**config.mk**
```make
export PLATFORM = sky130hd
export DESIGN_NAME = smta_top
export DESIGN_NICKNAME = d
export VERILOG_FILES = /design/src/rtl/smta_pkg.sv /design/src/rtl/smta_top.sv
export VERILOG_INCLUDE_DIRS = /design/src /design/src/rtl
export SDC_FILE = /design/constraint.sdc
export NUM_CORES = 2
export LEC_CHECK = 0
export ABC_CLOCK_PERIOD_IN_PS = 27100
export CAP_MARGIN = 20
export CORE_UTILIZATION = 24
export DETAILED_ROUTE_END_ITERATION = 16
export DONT_BUFFER_PORTS = 1
export PLACE_DENSITY = 0.41
export RECOVER_POWER = 25
export SYNTH_ARGS = -nofsm -noshare
export SYNTH_HDL_FRONTEND = slang
export SYNTH_SLANG_ARGS = --single-unit
```
**constraint.sdc**
```tcl
create_clock -name clk_i -period 27.1 [get_ports clk_i]
set_input_delay 4.065 -clock clk_i [delete_from_list [all_inputs] [get_ports clk_i]]
set_output_delay 4.065 -clock clk_i [all_outputs]
set_load 0.05 [all_outputs]
```
**src/rtl/smta_cfg.svh**
```systemverilog
// address map, field positions and sizes of the table access registers
`ifndef SMTA_CFG_SVH
`define SMTA_CFG_SVH

`define SMTA_ADDR_W      16
`define SMTA_CTRL_OFS    16'h041C
`define SMTA_ENT1_OFS    16'h0420
`define SMTA_ENT2_OFS    16'h0424
`define SMTA_ENT3_OFS    16'h0428
`define SMTA_ENT4_OFS    16'h042C
`define SMTA_ENT_BASE    16'h0420
`define SMTA_ENT_MASK    16'hFFF3
`define SMTA_ENT_LSB     2
`define SMTA_ENT_MSB     3
`define SMTA_IDX_MSB     21
`define SMTA_IDX_LSB     16
`define SMTA_ST_IDX_MSB  19
`define SMTA_GO_BIT      7
`define SMTA_RSV_MSB     6
`define SMTA_RSV_LSB     2
`define SMTA_SEL_BIT     1
`define SMTA_DIR_BIT     0
`define SMTA_IDX_W       6
`define SMTA_ST_IDX_W    4
`define SMTA_RSV_W       5
`define SMTA_WORDS       4
`define SMTA_MC_WORD     1
`define SMTA_ST_DEPTH    16
`define SMTA_MC_DEPTH    64
`define SMTA_SEL_MC      1'b1
`define SMTA_DIR_READ    1'b1

`endif

```
**src/rtl/smta_pkg.sv**
```systemverilog
// types shared by the table access logic
package smta_pkg;
  typedef enum logic [0:0] {
    SMTA_IDLE,
    SMTA_EXEC
  } smta_state_t;
  typedef logic [31:0] smta_word_t;
endpackage

```
**src/rtl/smta_top.sv**
```systemverilog
// indirect access control for the static and reserved multicast tables
`timescale 1ns/10ps
`default_nettype none
`include "smta_cfg.svh"

// Function
// - control register sits at byte offset 0x041C with index, select, direction, go
// - multicast table uses index bits 21:16 as entry number
// - static table uses index bits 19:16, sixteen entries
// - software sets bit 7 to start; hardware clears it when done
// - bit 1 selects table: one multicast, zero static
// - bit 0 direction: one table to entry regs, zero entry regs to table
// - static accesses move data through all four entry words 0x0420-0x042C
// - multicast accesses use only entry word at 0x0424
// - entry word meaning depends on the table selected
module smta_top #(
  parameter int ST_DEPTH = `SMTA_ST_DEPTH,
  parameter int MC_DEPTH = `SMTA_MC_DEPTH
) (
  // clock, reset, enable
  input  wire logic                    clk_i,
  input  wire logic                    reset_i,
  input  wire logic                    ce_i,
  // register port
  input  wire logic [`SMTA_ADDR_W-1:0] reg_addr_i,
  input  wire logic                    reg_wr_i,
  input  wire logic                    reg_rd_i,
  input  wire logic [31:0]             reg_wdata_i,
  output logic      [31:0]             reg_rdata_o,
  output logic                         reg_rvalid_o,
  // status
  output logic                         busy_o
);

  smta_pkg::smta_state_t state_q, state_d;
  logic [`SMTA_IDX_W-1:0] idx_q, idx_d;
  logic [`SMTA_RSV_W-1:0] rsv_q, rsv_d;
  logic                   go_q, go_d;
  logic                   sel_q, sel_d;
  logic                   dir_q, dir_d;
  smta_pkg::smta_word_t   ent_q [`SMTA_WORDS];
  smta_pkg::smta_word_t   ent_d [`SMTA_WORDS];
  logic [31:0]            rdata_q, rdata_d;
  logic                   rvalid_q, rvalid_d;
  logic                   st_we, mc_we;
  logic [127:0]           st_mem [ST_DEPTH];
  logic [31:0]            mc_mem [MC_DEPTH];
  logic [127:0]           st_row;
  logic [31:0]            mc_row;
  logic [`SMTA_ST_IDX_W-1:0] st_idx;
  logic [`SMTA_IDX_W-1:0]    mc_idx;
  logic                   wr_ok;
  logic [2:0]             wr_ent, rd_ent;

  // entry word decode: bit 2 hit, bits 1:0 word number
  function automatic logic [2:0] ent_dec(input logic [`SMTA_ADDR_W-1:0] a);
    logic hit;
    hit = ((a & `SMTA_ENT_MASK) == `SMTA_ENT_BASE);
    return {hit, a[`SMTA_ENT_MSB:`SMTA_ENT_LSB]};
  endfunction

  function automatic logic [31:0] ctrl_word(input logic [5:0] ix,
                                            input logic g,
                                            input logic [4:0] r,
                                            input logic s,
                                            input logic d);
    logic [31:0] w;
    w = 32'h0000_0000;
    w[`SMTA_IDX_MSB:`SMTA_IDX_LSB] = ix;
    w[`SMTA_GO_BIT] = g;
    w[`SMTA_RSV_MSB:`SMTA_RSV_LSB] = r;
    w[`SMTA_SEL_BIT] = s;
    w[`SMTA_DIR_BIT] = d;
    return w;
  endfunction

  assign st_idx = idx_q[`SMTA_ST_IDX_W-1:0];
  assign mc_idx = idx_q;
  assign st_row = st_mem[st_idx];
  assign mc_row = mc_mem[mc_idx];
  assign wr_ok  = reg_wr_i && !go_q && (state_q == smta_pkg::SMTA_IDLE);
  assign wr_ent = ent_dec(reg_addr_i);
  assign rd_ent = ent_dec(reg_addr_i);

  always_comb begin
    state_d  = state_q;
    idx_d    = idx_q;
    rsv_d    = rsv_q;
    go_d     = go_q;
    sel_d    = sel_q;
    dir_d    = dir_q;
    ent_d    = ent_q;
    st_we    = 1'b0;
    mc_we    = 1'b0;
    rdata_d  = rdata_q;
    rvalid_d = 1'b0;
    // software writes, ignored while an access is in flight
    if (wr_ok) begin
      if (reg_addr_i == `SMTA_CTRL_OFS) begin
        idx_d = reg_wdata_i[`SMTA_IDX_MSB:`SMTA_IDX_LSB];
        go_d  = reg_wdata_i[`SMTA_GO_BIT];
        rsv_d = reg_wdata_i[`SMTA_RSV_MSB:`SMTA_RSV_LSB];
        sel_d = reg_wdata_i[`SMTA_SEL_BIT];
        dir_d = reg_wdata_i[`SMTA_DIR_BIT];
      end else if (wr_ent[2]) begin
        ent_d[wr_ent[1:0]] = reg_wdata_i;
      end
    end
    // register reads; unmapped addresses read zero
    if (reg_rd_i) begin
      rvalid_d = 1'b1;
      if (reg_addr_i == `SMTA_CTRL_OFS) begin
        rdata_d = ctrl_word(idx_q, go_q, rsv_q, sel_q, dir_q);
      end else if (rd_ent[2]) begin
        rdata_d = ent_q[rd_ent[1:0]];
      end else begin
        rdata_d = 32'h0000_0000;
      end
    end
    unique case (state_q)
      smta_pkg::SMTA_IDLE: begin
        if (go_q) begin
          state_d = smta_pkg::SMTA_EXEC;
        end
      end
      smta_pkg::SMTA_EXEC: begin
        if (dir_q == `SMTA_DIR_READ) begin
          if (sel_q == `SMTA_SEL_MC) begin
            ent_d[`SMTA_MC_WORD] = mc_row;
          end else begin
            for (int i = 0; i < `SMTA_WORDS; i++) begin
              ent_d[i] = st_row[32*i +: 32];
            end
          end
        end else begin
          mc_we = (sel_q == `SMTA_SEL_MC);
          st_we = (sel_q != `SMTA_SEL_MC);
        end
        go_d    = 1'b0;
        state_d = smta_pkg::SMTA_IDLE;
      end
    endcase
  end

  always_ff @(posedge clk_i) begin
    if (reset_i) begin
      state_q  <= smta_pkg::SMTA_IDLE;
      idx_q    <= '0;
      rsv_q    <= '0;
      go_q     <= 1'b0;
      sel_q    <= 1'b0;
      dir_q    <= 1'b0;
      rdata_q  <= 32'h0000_0000;
      rvalid_q <= 1'b0;
      for (int i = 0; i < `SMTA_WORDS; i++) begin
        ent_q[i] <= 32'h0000_0000;
      end
    end else if (ce_i) begin
      state_q  <= state_d;
      idx_q    <= idx_d;
      rsv_q    <= rsv_d;
      go_q     <= go_d;
      sel_q    <= sel_d;
      dir_q    <= dir_d;
      rdata_q  <= rdata_d;
      rvalid_q <= rvalid_d;
      ent_q    <= ent_d;
    end
  end

  // table memories
  always_ff @(posedge clk_i) begin
    if (ce_i && st_we) begin
      st_mem[st_idx] <= {ent_q[3], ent_q[2], ent_q[1], ent_q[0]};
    end
    if (ce_i && mc_we) begin
      mc_mem[mc_idx] <= ent_q[`SMTA_MC_WORD];
    end
  end

  assign reg_rdata_o  = rdata_q;
  assign reg_rvalid_o = rvalid_q;
  assign busy_o       = go_q;

  ctrl_go_set_a: assert property (
    @(posedge clk_i) disable iff (reset_i)
    (ce_i && wr_ok && reg_addr_i == `SMTA_CTRL_OFS
     && reg_wdata_i[`SMTA_GO_BIT]) |=> go_q)
    else $error("go not set by control write");

  go_self_clear_a: assert property (
    @(posedge clk_i) disable iff (reset_i)
    ($rose(go_q) && ce_i ##1 ce_i) |=> !go_q)
    else $error("go did not clear after access");

  mc_index_a: assert property (
    @(posedge clk_i) disable iff (reset_i)
    (ce_i && mc_we) |=> (mc_row == $past(ent_q[`SMTA_MC_WORD])))
    else $error("multicast entry not written at index");

  st_index_a: assert property (
    @(posedge clk_i) disable iff (reset_i)
    (ce_i && st_we) |=>
    (st_row == {$past(ent_q[3]), $past(ent_q[2]),
                $past(ent_q[1]), $past(ent_q[0])}))
    else $error("static entry not written at index");

  table_select_a: assert property (
    @(posedge clk_i) disable iff (reset_i)
    (mc_we |-> sel_q) and (st_we |-> !sel_q))
    else $error("wrong table written");

  dir_write_a: assert property (
    @(posedge clk_i) disable iff (reset_i)
    (state_q == smta_pkg::SMTA_EXEC) |-> ((st_we || mc_we) == !dir_q))
    else $error("write direction wrong");

  st_read_words_a: assert property (
    @(posedge clk_i) disable iff (reset_i)
    (ce_i && state_q == smta_pkg::SMTA_EXEC && dir_q && !sel_q) |=>
    ({ent_q[3], ent_q[2], ent_q[1], ent_q[0]} == $past(st_row)))
    else $error("static read did not fill entry words");

  mc_read_word_a: assert property (
    @(posedge clk_i) disable iff (reset_i)
    (ce_i && state_q == smta_pkg::SMTA_EXEC && dir_q && sel_q) |=>
    (ent_q[1] == $past(mc_row) && ent_q[0] == $past(ent_q[0])
     && ent_q[2] == $past(ent_q[2]) && ent_q[3] == $past(ent_q[3])))
    else $error("multicast read touched other words");

  ce_freeze_a: assert property (
    @(posedge clk_i) disable iff (reset_i)
    !ce_i |=> $stable(go_q) && $stable(ent_q[1]) && $stable(state_q))
    else $error("state moved with enable low");

endmodule
`default_nettype wire

```
==> summary.txt <==
Yosys
  • Synth Warn #: 0
  • Cell area after synthesis: 0.164 mm^2
  • Main combinational cell family by area after synthesis: multiplexers
  • Most numerous cell in the Yosys netlist: edfxtp_1
  • Synth Area in XOR/XNOR: 0
  • Main synth FF type: edfxtp_1
  • Cell count after synthesis: 7551
  • Ys async rst share: 0
  • Synth area leader: edfxtp_1
  • Syn Nets: 7604
  • Seq/Total Area, Yosys: 0.773
  • Synth top area cells: edfxtp_1 (75%), mux4_2 (14%), mux2i_1 (2.6%), dfxtp_1 (2.2%), a22oi_1 (0.75%)
  • Count of different cell masters after synthesis: 61
  • Yosys top cell area share: 0.750
  • Post-synth top cells: edfxtp_1 (4096), mux4_2 (990), mux2i_1 (427)
  • Area share of fa/ha/maj cells after synthesis: 0
  • Post-synthesis mux area share: 0.164
  • Synth Register Bits: 4278
  • Post-synthesis compound-gate area fraction: 0.0279
  • Synthesized area per cell: 21.7 um^2
  • Post-Synth Simple-Gate Area: 0.0218
  • Number of synthesized flops with an enable pin: 4096

Placement
  • Placed instance area: 0.176 mm^2
  • GPL Wtd Cong: 0.796
  • Port bufs: 0
  • Dpl hpwl: 315 mm

Route
  • DRC violation count after routing: 0
  • Iter 0 DRT Violations: 9026
  • Via count: 81282
  • Routed wire length: 530 mm
  • 1st-pass router iterations: 5
  • Detail Route Antenna Nets: 0
  • Mean number of vias per cell: 4.71
  • Wire length per cell: 30.7 um

Floorplanning
  • Die area: 0.686 mm^2
  • Core area: 0.681 mm^2
  • Row count: 303
  • Initial Util: 0.241
  • DIE HEIGHT: 828 um
  • IO Pins: 87
  • Die X: 828 um

Setup path
  • R2R depth: 8
  • CP Max Fanout: 39
  • CP Data Arrival Time: 7.65 ns
  • Worst setup EP type: flop
  • Crit path required time: 27.74 ns
  • Startpoint class of the critical path: primary input
  • Reg-to-reg endpoint: ent_q[72]
  • WS Path Type: in2reg
  • Flop-to-flop setup slack: 21.40 ns

Final layout
  • FILL cells: 66531
  • Multi-input gate area: 0.0357 mm^2
  • Fin area: 0.192 mm^2
  • NumNets Final: 7893
  • Share of layout cells above drive strength 1: 0.251
  • Register area: 0.127 mm^2
  • Area Overhead vs Synth: 16.9%

STA
  • Setup TNS: 0 ns
  • Tightest Pin Transition: 3.08 ns
  • Endpoints failing setup: 0
  • Final hold vios: 0
  • Slew HR: -1.05
  • Fin crit period: 7.01 ns
  • Max Freq: 143 MHz
  • Part of the cycle the worst path needs: 0.259
  • Skew final: 0.121 ns
  • RSZ-0062 raised after global routing: false
  • Final slew viol count: 764

Clock network
  • Cts hold-fix bufs: 0
  • Num CTS Buffers: 461
  • Root Driver: clkbuf_16
  • Clock latency on the worst-skew pair: 1.06 ns
  • Clock transition at the registers of the reported paths: 0.06 ns
  • Htree depth: 5
  • Setup bufs post-CTS: 0
  • Max Buffers Root-to-Sink: 4
  • Post-cts resize count: 0
  • Clock sinks: 4278
  • CTS tree: done

Run status
  • Status: finished, violations left
  • Failing checks: capacitance limit, slew limit

Global routing
  • Total global-route track usage: 0.149
  • Vias in the first global route: 82143
  • Largest net degree at the start of global routing: 117
  • Total grt overflow: 0
  • First-pass GRT wire length: 720 mm
  • Initial antenna violation count: 83

Power and ir drop
  • Max VDD drop: 0.0000612 V
  • Pwr/cell area: 70.0 mW/mm^2
  • Leakage Power: 0.0588 uW

Min path
  • WHS Path Cells: 2
  • Type of the tightest min-delay check: reg2reg
  • Worst hold start: rsv_q[3]
  • WHS Endpoint: rsv_q[3]

Job
  • Max_cap viols: 23
-- worst max-delay path by stage --
stage	from	endpoint	slack [ns]	cells after the start
after detailed placement	ce_i	st_mem[0][75]	19.12	7
after global routing	ce_i	st_mem[0][93]	20.07	7
after CTS	ce_i	st_mem[0][12]	20.25	7
after global placement	ce_i	st_mem[0][75]	19.07	7
after floorplan	ce_i	st_mem[3][0]	12.77	5
final	ce_i	st_mem[0][127]	20.09	7
-- logic make-up (layout without fill, tap and decap cells) --
family / count (synthesis) / count (layout)
AND/OR/NAND/NOR: 745 / 745
other: 0 / 40
multiplexers: 1440 / 1440
buffers and inverters: 450 / 1130
flip-flops: 4278 / 4278
AO/OA/AOI/OAI: 638 / 638
-- flip-flops by register name (all words and copies together), names as in the netlist, named ones only --
register and cells:
ent_q 128, mc_mem 2048, busy_o 1, st_mem 2048, idx_q 6, sel_q 1, reg_rdata_o 32, dir_q 1
state_q 1, reg_rvalid_o 1, rsv_q 5
-- placed cells by master, fill, tap and decap left out, types with 22 or more instances in the layout --
master     synthesis  routed
buf_4             51     196
nand3_1          131     129
dfxtp_1          182     176
a22oi_1          163     163
clkbuf_16          0     465
a21oi_1          138     138
clkbuf_1         179     102
nor2_1           188     104
o22ai_1           54      54
bufinv_16          0      43
nand2_1          188     187
and3_1            39      39
a221o_1           38      38
nor2_4             1      81
clkinv_2           0      90
buf_12             0      59
edfxtp_1        4096    4096
o221ai_1          22      22
nand4_1           28      28
o211ai_1          45      45
a221oi_1          48      48
mux2i_1          427     426
mux4_2           990     990
nor3_1            78      73
diode_2            0      40
o21ai_0           23      23
a211oi_1          52      48
clkinv_1           1     111
mux2_2            23      23
-- through the flow --
step	utilization	hold WS (ns)	power [uW]	worst slack, ns	std cells
5_1_grt	0.281	0.480	13800	20.07	17230
3_3_place_gp	0.258	0.436	7290	19.07	16329
4_1_cts	0.281	0.450	13500	20.25	17218
6_report	0.282	0.459	13400	20.09	17268
3_5_place_dp	0.259	0.440	7290	19.12	16364
2_1_floorplan	-	0.432	7290	12.77	7551
-- report_power, final --
group	internal, uW	switching [uW]	leakage [uW]
logic	5.90	13.1	0.0101
clock network	3580	2670	0.00728
registers	7130	7.32	0.0415
-- per-layer routing --
| layer | vias to the layer above | GRT usage | share of wire |
|---|---|---|---|
| li1 | 32700 | - | - |
| met1 | 44780 | 0.209 | 0.44 |
| met2 | 3103 | 0.238 | 0.47 |
| met3 | 677 | 0.0310 | 0.075 |
| met4 | 22 | 0.0347 | 0.025 |
| met5 | - | 0 | 0.00028 |
-- critical path, cell delays in order --
cell     delay (ns)
nand2_1        0.12
nor3_1         0.39
nand2_1        0.34
nor3_2         0.39
buf_4          0.53
buf_4          0.77
buf_4          0.84
-- cell type report --
type | instances | area share
diodes | 40 | 0.000522
clock buffers | 571 | 0.0634
clock inverters | 283 | 0.0146
inverters | 7 | 0.000176
multi-input cells | 2823 | 0.186
flip-flops and latches | 4278 | 0.661
well taps | 8997 | 0.0588
repair buffers | 269 | 0.0149
Power figures use the tool's default switching activity.
